## config.mk

```make
export PLATFORM = sky130hd
export DESIGN_NAME = sensor_global_ctrl
export DESIGN_NICKNAME = d
export VERILOG_FILES = /design/src/verilog/sensor_ctrl_pkg.sv /design/src/verilog/frame_update_hold.sv /design/src/verilog/pin_sync2.sv /design/src/verilog/sensor_global_ctrl.sv
export VERILOG_INCLUDE_DIRS = /design/src /design/src/verilog
export SDC_FILE = /design/constraint.sdc
export NUM_CORES = 1
export LEC_CHECK = 0
export BUFFER_PORTS_ARGS = -buffer_cell sky130_fd_sc_hd__buf_2
export CAP_MARGIN = 20
export CORE_ASPECT_RATIO = 0.75
export CORE_MARGIN = 2
export CORE_UTILIZATION = 45
export DETAILED_ROUTE_END_ITERATION = 10
export HOLD_SLACK_MARGIN = 0.03
export PLACE_DENSITY_LB_ADDON = 0.25
export SKIP_LAST_GASP = 1
export SLEW_MARGIN = 5
export SYNTH_ARGS = -nofsm -noshare
export SYNTH_HDL_FRONTEND = slang
export SYNTH_SLANG_ARGS = --single-unit
```

## constraint.sdc

```tcl
create_clock -name clock -period 6.1 [get_ports clock]
set_input_delay 0.305 -clock clock [delete_from_list [all_inputs] [get_ports clock]]
set_output_delay 0.305 -clock clock [all_outputs]
set_load 0.02 [all_outputs]
```

## src/verilog/sensor_ctrl_defs.svh

```systemverilog
// Constants for the sensor global control register and its serial port
`ifndef SENSOR_CTRL_DEFS_SVH
`define SENSOR_CTRL_DEFS_SVH

// Register index of the global control register
`define GC_INDEX        8'h0d

// Field positions inside the global control word
`define GC_HOLD         15
`define GC_ADDR_ALT     10
`define GC_AUTO_RESTART 9
`define GC_SHOW_BAD     8
`define GC_PIN_IGNORE   7
`define GC_KEEP_DRIVEN  6
`define GC_OUT_DIS      4
`define GC_SW_LOWPOW    2
`define GC_RESTART      1
`define GC_SOFT_RST     0

// Reset value and the value unlisted bits read as
`define GC_RESET_VAL    16'h0000
`define WORD_ZERO       16'h0000

// Seven-bit slave addresses: 0xba/0xbb by default, 0x90/0x91 alternate
`define SLAVE_ADDR_DFLT 7'h5d
`define SLAVE_ADDR_ALT  7'h48

// Serial byte framing
`define BYTE_BITS       4'h8
`define BIT_FIRST       4'h1
`define BIT_NONE        4'h0
`define IDX_STEP        8'h01
`define SDA_LOW         1'b0

`endif

```

## src/verilog/sensor_ctrl_pkg.sv

```systemverilog
// Types shared by the sensor global control logic
`default_nettype none
package sensor_ctrl_pkg;

    // Serial slave byte phase
    typedef enum logic [2:0] {
        S_IDLE = 3'b000,
        S_ADDR = 3'b001,
        S_REG  = 3'b010,
        S_WHI  = 3'b011,
        S_WLO  = 3'b100,
        S_RHI  = 3'b101,
        S_RLO  = 3'b110
    } tws_state_t;

    // Live fields of the global control register
    typedef struct packed {
        logic hold;
        logic addr_alt;
        logic auto_restart;
        logic show_bad;
        logic pin_ignore;
        logic keep_driven;
        logic out_dis;
        logic sw_lowpow;
        logic soft_rst;
    } gctrl_t;

    // Register write passed on to the sensor core
    typedef struct packed {
        logic        valid;
        logic [7:0]  index;
        logic [15:0] data;
    } reg_wr_t;

endpackage
`default_nettype wire

```

## src/verilog/frame_update_hold.sv

```systemverilog
// Frame-start release of pending register updates
`timescale 1ns/1ns
`default_nettype none
module frame_update_hold
(
    // Clock, reset, enable
    input  wire logic clock,
    input  wire logic rst_n,
    input  wire logic ce,
    // Control and events
    input  wire logic frame_start,
    input  wire logic hold,
    input  wire logic soft_rst,
    input  wire logic cfg_write,
    // Apply strobe and pending status
    output var  logic apply_r,
    output var  logic pending_r
);

    // Core copies its shadow set on this strobe
    always_ff @(posedge clock or negedge rst_n)
    begin
        if (!rst_n)
            apply_r <= 1'b0;
        else if (ce)
            apply_r <= frame_start & ~hold & ~soft_rst; // RQ1 RQ2 RQ3
    end

    // New write wins over a release in the same cycle
    always_ff @(posedge clock or negedge rst_n)
    begin
        if (!rst_n)
            pending_r <= 1'b0;
        else if (ce)
        begin
            if (soft_rst)
                pending_r <= 1'b0;
            else if (cfg_write)
                pending_r <= 1'b1; // RQ2
            else if (frame_start && !hold)
                pending_r <= 1'b0; // RQ3
        end
    end
endmodule
`default_nettype wire

```

## src/verilog/pin_sync2.sv

```systemverilog
// Two-flop synchroniser for asynchronous pin inputs
`timescale 1ns/1ns
`default_nettype none
module pin_sync2 #(
    parameter int W = 3
)
(
    // Clock, reset, enable
    input  wire logic         clock,
    input  wire logic         rst_n,
    input  wire logic         ce,
    // Asynchronous pins and their synchronised copies
    input  wire logic [W-1:0] d_async,
    output var  logic [W-1:0] q_r
);

    logic [W-1:0] meta_r;

    // First stage feeds only the second stage
    always_ff @(posedge clock or negedge rst_n)
    begin
        if (!rst_n)
        begin
            meta_r <= '0;
            q_r    <= '0;
        end
        else if (ce)
        begin
            meta_r <= d_async;
            q_r    <= meta_r;
        end
    end

endmodule
`default_nettype wire

```

## src/verilog/sensor_global_ctrl.sv

```systemverilog
// Global control register of the sensor with its two-wire slave port
// Function
// RQ1: Many register updates take effect at frame start, not at write time.
// RQ2: While hold bit 15 is set, written changes stay pending.
// RQ3: Clearing hold applies all pending changes together at next frame start.
// RQ4: Address-select clear: serial port answers only 0xba and 0xbb.
// RQ5: Address-select bit 10 set: serial port answers 0x90 and 0x91.
// RQ6: Writes to address-select are ignored while the power-down pin is asserted.
// RQ7: Auto-restart bit 9 forces a frame restart on every corrupted frame.
// RQ8: Show-corrupt bit 8 outputs all frames; clear outputs good frames only.
// RQ9: First frame after a geometry or timing change counts as corrupted.
// RQ10: Power-down pin enters and leaves low power by default.
// RQ11: Ignore-pin bit 7 stops the pin affecting low power.
// RQ12: Pin tristates outputs unless keep-driven bit 6 is set.
// RQ13: Output-disable bit 4 tristates the output pins regardless of the pin.
// RQ14: Software low-power bit 2 enters low power.
// RQ15: Writing one to restart bit 1 truncates the frame and restarts.
// RQ16: Restart bit is write-one trigger and always reads zero.
// RQ17: Soft-reset bit 0 holds the device in reset, others to defaults.
// RQ18: Clearing soft-reset resumes normal operation.
// RQ19: Host writes reserved bits with defaults; unlisted bits read zero.
`include "sensor_ctrl_defs.svh"
`timescale 1ns/1ns
`default_nettype none
module sensor_global_ctrl
    import sensor_ctrl_pkg::*;
(
    // Clock, reset, enable
    input  wire logic        clock,
    input  wire logic        rst_n,
    input  wire logic        ce,
    // Two-wire serial pins, data is open drain
    input  wire logic        scl_pin,
    input  wire logic        sda_in,
    output wire logic        sda_out,
    output var  logic        sda_oe_r,
    // Power-down pin
    input  wire logic        standby_pin,
    // Sensor core events and register data
    input  wire logic        frame_start,
    input  wire logic        geom_change,
    input  wire logic [15:0] ext_rdata,
    output var  logic [7:0]  rd_index_r,
    output var  reg_wr_t     reg_wr_r,
    // Update release
    output wire logic        cfg_apply_r,
    output wire logic        cfg_pending_r,
    // Global controls
    output var  logic        frame_show_r,
    output var  logic        restart_r,
    output var  logic        low_power_r,
    output var  logic        out_en_r,
    output var  logic        core_rst_r
);

    tws_state_t  state_r;
    gctrl_t      ctrl_r;
    gctrl_t      ctrl_nxt;
    logic        scl_s;
    logic        sda_s;
    logic        standby_s;
    logic        scl_d_r;
    logic        sda_d_r;
    logic        ack_r;
    logic        rnw_r;
    logic        mack_r;
    logic [3:0]  bit_r;
    logic [7:0]  shift_r;
    logic [6:0]  tx_r;
    logic [7:0]  hi_r;
    logic [15:0] rd_word_r;
    logic        bad_next_r;
    logic        frame_bad_r;
    logic        scl_rise;
    logic        scl_fall;
    logic        start_c;
    logic        stop_c;
    logic        rd_c;
    logic        byte_end_c;
    logic        wr_done_c;
    logic        wr_ctrl_c;
    logic        wr_ext_c;
    logic [15:0] wdata_c;
    logic [15:0] rd_src_c;

    // Register index decode, shared by write and read paths
    function automatic logic is_ctrl(input logic [7:0] idx);
        return idx == `GC_INDEX;
    endfunction

    // Word to fields; reserved bits are dropped
    function automatic gctrl_t ctrl_decode(input logic [15:0] w);
        gctrl_t c;
        c.hold         = w[`GC_HOLD];
        c.addr_alt     = w[`GC_ADDR_ALT];
        c.auto_restart = w[`GC_AUTO_RESTART];
        c.show_bad     = w[`GC_SHOW_BAD];
        c.pin_ignore   = w[`GC_PIN_IGNORE];
        c.keep_driven  = w[`GC_KEEP_DRIVEN];
        c.out_dis      = w[`GC_OUT_DIS];
        c.sw_lowpow    = w[`GC_SW_LOWPOW];
        c.soft_rst     = w[`GC_SOFT_RST];
        return c;
    endfunction

    // Fields to readback word; restart and unlisted bits read zero
    function automatic logic [15:0] ctrl_word(input gctrl_t c);
        logic [15:0] w;
        w                   = `WORD_ZERO; // RQ19
        w[`GC_HOLD]         = c.hold;
        w[`GC_ADDR_ALT]     = c.addr_alt;
        w[`GC_AUTO_RESTART] = c.auto_restart;
        w[`GC_SHOW_BAD]     = c.show_bad;
        w[`GC_PIN_IGNORE]   = c.pin_ignore;
        w[`GC_KEEP_DRIVEN]  = c.keep_driven;
        w[`GC_OUT_DIS]      = c.out_dis;
        w[`GC_SW_LOWPOW]    = c.sw_lowpow;
        w[`GC_SOFT_RST]     = c.soft_rst;
        return w; // RQ16
    endfunction

    // Slave address compare against the selected pair
    function automatic logic addr_match(input logic [6:0] a, input logic alt);
        return a == (alt ? `SLAVE_ADDR_ALT : `SLAVE_ADDR_DFLT);
    endfunction

    // Pins arrive from another domain
    pin_sync2 #(
        .W(3)
    ) u_pin_sync (
        .clock   (clock),
        .rst_n   (rst_n),
        .ce      (ce),
        .d_async ({scl_pin, sda_in, standby_pin}),
        .q_r     ({scl_s, sda_s, standby_s})
    );

    // Open drain: only ever pulls low
    assign sda_out = `SDA_LOW;

    // Previous pin levels for edge and start/stop detection
    always_ff @(posedge clock or negedge rst_n)
    begin
        if (!rst_n)
        begin
            scl_d_r <= 1'b1;
            sda_d_r <= 1'b1;
        end
        else if (ce)
        begin
            scl_d_r <= scl_s;
            sda_d_r <= sda_s;
        end
    end

    // Bus events and transfer decode
    assign scl_rise   = scl_s & ~scl_d_r;
    assign scl_fall   = ~scl_s & scl_d_r;
    assign start_c    = scl_s & scl_d_r & sda_d_r & ~sda_s;
    assign stop_c     = scl_s & scl_d_r & ~sda_d_r & sda_s;
    assign rd_c       = (state_r == S_RHI) || (state_r == S_RLO);
    assign byte_end_c = ce & scl_fall & ~ack_r & (bit_r == `BYTE_BITS) & ~start_c & ~stop_c;
    assign wr_done_c  = byte_end_c & (state_r == S_WLO);
    assign wr_ctrl_c  = wr_done_c & is_ctrl(rd_index_r);
    assign wr_ext_c   = wr_done_c & ~is_ctrl(rd_index_r);
    assign wdata_c    = {hi_r, shift_r};
    assign rd_src_c   = is_ctrl(rd_index_r) ? ctrl_word(ctrl_r) : ext_rdata;

    // Two-wire slave: bits in on rising clock, out on falling clock
    always_ff @(posedge clock or negedge rst_n)
    begin
        if (!rst_n)
        begin
            state_r    <= S_IDLE;
            ack_r      <= 1'b0;
            rnw_r      <= 1'b0;
            mack_r     <= 1'b0;
            bit_r      <= `BIT_NONE;
            shift_r    <= '0;
            tx_r       <= '0;
            hi_r       <= '0;
            rd_word_r  <= '0;
            rd_index_r <= '0;
            sda_oe_r   <= 1'b0;
        end
        else if (ce)
        begin
            if (start_c)
            begin
                state_r  <= S_ADDR;
                bit_r    <= `BIT_NONE;
                ack_r    <= 1'b0;
                sda_oe_r <= 1'b0;
            end
            else if (stop_c)
            begin
                state_r  <= S_IDLE;
                ack_r    <= 1'b0;
                sda_oe_r <= 1'b0;
            end
            else if (state_r != S_IDLE && scl_rise)
            begin
                if (ack_r)
                    mack_r <= ~sda_s; // Master acks by pulling low
                else if (!rd_c)
                begin
                    shift_r <= {shift_r[6:0], sda_s};
                    bit_r   <= bit_r + `BIT_FIRST;
                end
            end
            else if (state_r != S_IDLE && scl_fall)
            begin
                if (byte_end_c)
                begin
                    ack_r <= 1'b1;
                    bit_r <= `BIT_NONE;
                    unique case (state_r)
                        S_ADDR:
                        begin
                            if (addr_match(shift_r[7:1], ctrl_r.addr_alt)) // RQ4 RQ5
                            begin
                                sda_oe_r <= 1'b1;
                                rnw_r    <= shift_r[0];
                            end
                            else
                                state_r <= S_IDLE;
                        end
                        S_REG:
                        begin
                            rd_index_r <= shift_r;
                            sda_oe_r   <= 1'b1;
                        end
                        S_WHI:
                        begin
                            hi_r     <= shift_r;
                            sda_oe_r <= 1'b1;
                        end
                        S_WLO:   sda_oe_r <= 1'b1;
                        default: sda_oe_r <= 1'b0; // Release for master ack
                    endcase
                end
                else if (ack_r)
                begin
                    ack_r    <= 1'b0;
                    sda_oe_r <= 1'b0;
                    unique case (state_r)
                        S_ADDR:
                        begin
                            if (rnw_r)
                            begin
                                state_r   <= S_RHI;
                                rd_word_r <= rd_src_c;
                                sda_oe_r  <= ~rd_src_c[15];
                                tx_r      <= rd_src_c[14:8];
                                bit_r     <= `BIT_FIRST;
                            end
                            else
                                state_r <= S_REG;
                        end
                        S_REG: state_r <= S_WHI;
                        S_WHI: state_r <= S_WLO;
                        S_WLO:
                        begin
                            state_r    <= S_WHI;
                            rd_index_r <= rd_index_r + `IDX_STEP; // Auto-increment
                        end
                        S_RHI:
                        begin
                            if (mack_r)
                            begin
                                state_r    <= S_RLO;
                                sda_oe_r   <= ~rd_word_r[7];
                                tx_r       <= rd_word_r[6:0];
                                bit_r      <= `BIT_FIRST;
                                rd_index_r <= rd_index_r + `IDX_STEP;
                            end
                            else
                                state_r <= S_IDLE;
                        end
                        S_RLO:
                        begin
                            if (mack_r)
                            begin
                                state_r   <= S_RHI;
                                rd_word_r <= rd_src_c;
                                sda_oe_r  <= ~rd_src_c[15];
                                tx_r      <= rd_src_c[14:8];
                                bit_r     <= `BIT_FIRST;
                            end
                            else
                                state_r <= S_IDLE;
                        end
                        default: state_r <= S_IDLE;
                    endcase
                end
                else if (rd_c)
                begin
                    sda_oe_r <= ~tx_r[6];
                    tx_r     <= {tx_r[5:0], 1'b0};
                    bit_r    <= bit_r + `BIT_FIRST;
                end
            end
        end
    end

    // Next control value; soft reset forces every other field to default
    always_comb
    begin
        ctrl_nxt = ctrl_r;
        if (wr_ctrl_c)
        begin
            ctrl_nxt = ctrl_decode(wdata_c);
            if (standby_s)
                ctrl_nxt.addr_alt = ctrl_r.addr_alt; // RQ6
        end
        if (ctrl_nxt.soft_rst)
        begin
            ctrl_nxt          = ctrl_decode(`GC_RESET_VAL); // RQ17
            ctrl_nxt.soft_rst = 1'b1;
        end
    end

    // Control register; a write clearing bit 0 leaves reset
    always_ff @(posedge clock or negedge rst_n)
    begin
        if (!rst_n)
            ctrl_r <= ctrl_decode(`GC_RESET_VAL);
        else if (ce)
            ctrl_r <= ctrl_nxt; // RQ18
    end

    // Core register writes leave as one-cycle strobes
    always_ff @(posedge clock or negedge rst_n)
    begin
        if (!rst_n)
            reg_wr_r <= '0;
        else if (ce)
        begin
            reg_wr_r.valid <= wr_ext_c;
            reg_wr_r.index <= rd_index_r;
            reg_wr_r.data  <= wdata_c;
        end
    end

    // Pending updates released at frame start
    frame_update_hold u_hold (
        .clock       (clock),
        .rst_n       (rst_n),
        .ce          (ce),
        .frame_start (frame_start),
        .hold        (ctrl_r.hold),
        .soft_rst    (ctrl_r.soft_rst),
        .cfg_write   (wr_ext_c),
        .apply_r     (cfg_apply_r),
        .pending_r   (cfg_pending_r)
    );

    // Corrupt-frame tracking; a change marks the frame after it
    always_ff @(posedge clock or negedge rst_n)
    begin
        if (!rst_n)
        begin
            bad_next_r  <= 1'b0;
            frame_bad_r <= 1'b0;
        end
        else if (ce)
        begin
            if (ctrl_r.soft_rst)
            begin
                bad_next_r  <= 1'b0;
                frame_bad_r <= 1'b0;
            end
            else if (frame_start)
            begin
                frame_bad_r <= bad_next_r;
                bad_next_r  <= geom_change; // RQ9
            end
            else if (geom_change)
                bad_next_r <= 1'b1; // RQ9
        end
    end

    // Restart strobe: host trigger or automatic on a corrupt frame
    always_ff @(posedge clock or negedge rst_n)
    begin
        if (!rst_n)
            restart_r <= 1'b0;
        else if (ce)
            restart_r <= (wr_ctrl_c & wdata_c[`GC_RESTART]) // RQ15
                       | (ctrl_r.auto_restart & frame_start & bad_next_r & ~ctrl_r.soft_rst); // RQ7
    end

    // Pin-facing controls, all registered
    always_ff @(posedge clock or negedge rst_n)
    begin
        if (!rst_n)
        begin
            frame_show_r <= 1'b0;
            low_power_r  <= 1'b0;
            out_en_r     <= 1'b0;
            core_rst_r   <= 1'b0;
        end
        else if (ce)
        begin
            frame_show_r <= ~ctrl_r.soft_rst & (~frame_bad_r | ctrl_r.show_bad); // RQ8
            low_power_r  <= ctrl_r.sw_lowpow | (~ctrl_r.pin_ignore & standby_s); // RQ10 RQ11 RQ14
            out_en_r     <= ~ctrl_r.out_dis & (ctrl_r.keep_driven | ~standby_s); // RQ12 RQ13
            core_rst_r   <= ctrl_r.soft_rst; // RQ17 RQ18
        end
    end
endmodule
`default_nettype wire
```

==> qor.txt <==
Count of unique library cells instantiated by Yosys = 65
Share of flip-flops with an asynchronous set or reset after synthesis = 100%
Worst min path class = input port to flop
Peak fanout along the critical path = 31
Outcome = complete, no violations
Switching power share of the total = 35.5%
Total grt overflow = 0
Total leakage power = 2.71 nW
CP peak stage delay = 0.94 ns
IO Port Bufs = 64
Worst-margin pin slew = 1.15 ns
Combinational Power Share = 25.9%
DR vias = 3792
Synth-to-layout area growth = 15.1%
Share of total power in the clock network = 28.3%
DRC Markers = 0
Fraction of the cycle the final worst path needs = 48.5%
Mean instance size in the synthesized netlist = 11.2 µm²
RSZ-0062 raised after global routing = no
Vias in the first global route = 3610
Placeable Area = 0.0109 mm²
Depth of the CTS H-tree = 3
Layout cells sized above 1 = 30.6%
Worst skew pair latency = 0.36 ns
Sum of net half-perimeters after detailed placement = 8150 µm
Category of the worst setup path capture point = flop
Met3 global-route usage = 4.04%
Initial Utilization = 45.8%
Clock transition at the registers of the reported paths = 0.07 ns
Net switching power = 0.762 mW
Yosys synthesis warning count = 0
Post-CTS setup buffer count = 0
Die ar. = 0.0119 mm²
Antenna Diode Count = 0
First-pass DRT Iterations = 5
Type of the worst setup path = flop to flop
Final-report hold violation count = 0
Internal power component = 1.39 mW
Routed length per instance = 18.3 µm
I/O pin total = 66
Floorplan row count = 33
Detailed-route wire length = 11900 µm
Number of failing setup endpoints in the final timing report = 0
Height of the die = 95.1 µm
Total global routing track utilization = 20.5%
Share of the yosys chip area belonging to registers = 50.8%
Number of buffer and inverter instances along the worst setup path = 0
Largest net degree at the start of global routing = 54
IR Drop Worst-Case VDD = 257 µV
Post-synth top flop = dfrtp_1
Worst-path cell chain = nor3b_2 > nand3_1 > a221oi_2 > o21ai_0 > a22o_1
Worst-case hold slack = 0.181 ns
Initial antenna violation count = 0
Headroom to the max-slew limit = 22.9%
Syn Inst Count = 445
CTS Root Cell = clkbuf_16
Util after Layout = 52.7%
Final estimated routing congestion in global placement = 0.866
Most area-hungry cell type in the Yosys netlist = dfrtp_1
Global-route wire length before repair = 19300 µm
Nature of the critical path startpoint = flop
Main area contributors after synthesis = dfrtp_1 50%, mux2_2 13%, mux2i_1 3.0%, nand2_1 2.6%, o21ai_0 2.3%
Maximum clock skew at final layout = 0.00689 ns
Arrival time reported for the critical path endpoint = 3.20 ns
Global Route met2 Usage = 30.2%
Final TNS setup = 0 ns
Cell class contributing the biggest share of worst-path delay = compound AO/OA/AOI/OAI gates
Final critical path time including I/O delays and setup = 2.96 ns
Peak Freq = 0.338 GHz
Synthesis-stage register bit count = 101
Clock tree from TritonCTS = yes
Met1 GRT Util = 30.9%
Maximum number of buffers from clock root to sink = 2
Combined area of all synthesized cells = 0.00498 mm²
Busiest layer in global routing = met1
Sequential cell fraction of total power = 45.9%
Register-to-register path setup slack = 3.14 ns
Number of buffers created by CTS = 9
Routed vias/inst = 5.87
Cell with the largest stage delay on the worst path = a221oi_2
Number of violations of the max-capacitance limit = 0
Worst path required time = 6.34 ns
Clock sink total = 101
Fraction of synthesized cell area taken by the top area cell type = 49.8%
Syn nets = 473
Total Nets Final = 529
PD cells = 375 mW/mm²
Number of max-slew violations in the final report = 0
Residual antenna-violating net count after detailed routing = 0
Count of flip-flops with a built-in enable after synthesis = 0
Die width = 125 µm
Initial detailed-routing violation count = 344
## registers in the layout, summed over array words and instances, names as in the netlist, 4 cells and up
signal	flops
rd_word_r	8
shift_r	8
reg_wr_r	25
rd_index_r	8
bit_r	4
tx_r	7
ctrl_r	9
hi_r	8
## metal layers
layer / vias to the layer above / routed length, µm / part of all wire, %
li1: 1760 / - / -
met3: 11 / 595 / 5.0
met4: 0 / 167 / 1.4
met1: 1892 / 6020 / 51
met5: - / 0 / 0
met2: 129 / 5070 / 43
## path summary, 6_finish.rpt
path / from / end / depth (start not counted)
max: ack_r$_DFFE_PN0P_ / rd_index_r[7]$_DFFE_PN0P_ / 5
min in group asynchronous: rst_n / u_pin_sync.q_r[1]$_DFFE_PN0P_ / 2
min reg2reg: reg_wr_r[24]$_DFFE_PN0P_ / reg_wr_r[24]$_DFFE_PN0P_ / 1
max in group asynchronous: rst_n / ctrl_r[0]$_DFFE_PN0P_ / 3
min: sda_in / u_pin_sync.meta_r[1]$_DFFE_PN0P_ / 2
max reg2reg: ack_r$_DFFE_PN0P_ / rd_index_r[7]$_DFFE_PN0P_ / 5
## stage by stage
step                      power, mW  cells  setup slack (ns)  cell area (µm²)
final                          2.15    646              3.14             5730
after global routing           2.27    646              2.90             5730
after CTS                      2.16    646              3.23             5730
after detailed placement       1.54    629              3.05             5400
after global placement         1.53    629              3.11             5400
after floorplan                1.36    445              4.00             4980
## repair_timing
item | in CTS | in global routing
hold buffers | 1 | 0
hold endpoints to repair | 48 | 0
resized for setup | 0 | 0
## area by class of cell
| cell class | instances | area, µm² |
|---|---|---|
| fill | 960 | 5130 |
| sequential | 101 | 2530 |
| multi-input combinational | 305 | 2290 |
| timing repair buffer | 68 | 355 |
| clock buffer | 9 | 225 |
| tap | 140 | 175 |
| clock inverter | 7 | 92.6 |
| inverter | 16 | 60.1 |
## synth_stat cells (all sizes together) (9+ instances only)
library cell / count
clkbuf: 14
a21oi: 13
inv: 16
buf: 9
nand2: 35
a22o: 12
nor2: 21
mux2: 57
mux2i: 15
dfrtp: 99
o21ai: 25
## kinds of logic after synthesis
kind of cell    Yosys count  synth area share (%)
compound gates           99                  13.6
xor+xnor                  4                 0.704
fa+ha+maj                 4                  1.01
buf+inv                  39                  3.19
flops                   101                  50.8
mux                      72                  15.9
other cells               1                0.0753
simple gates            125                  14.7
## power groups by stage
stage / clock network (mW) / logic, mW / registers, mW
5_1_grt: 0.643 / 0.616 / 1.01
6_report: 0.607 / 0.556 / 0.985
2_1_floorplan: 0 / 0.409 / 0.949
3_3_place_gp: 0 / 0.541 / 0.987
4_1_cts: 0.620 / 0.558 / 0.982
3_5_place_dp: 0 / 0.550 / 0.994
## placed cells by master, fill, tap and decap left out, types with 3 or more instances in the layout
cell type	n
ha_1	4
and4b_1	3
o21ai_0	23
o211ai_1	3
nor4_1	3
mux2i_1	15
nor3b_1	4
inv_1	15
mux2_2	57
a21oi_1	13
buf_2	63
clkbuf_16	9
nand3b_1	3
and3_1	7
a21o_1	4
nand2b_1	6
o22ai_1	5
nor2_1	21
a22o_1	12
a211oi_1	4
nor2b_1	4
a22oi_1	3
dfrtp_1	99
a31oi_1	7
nand4_1	7
nand2_1	35
nand4b_1	4
nand3_1	8
buf_4	4
nor3_1	5
a2bb2oi_1	4
(Power assumes the default switching activity.)
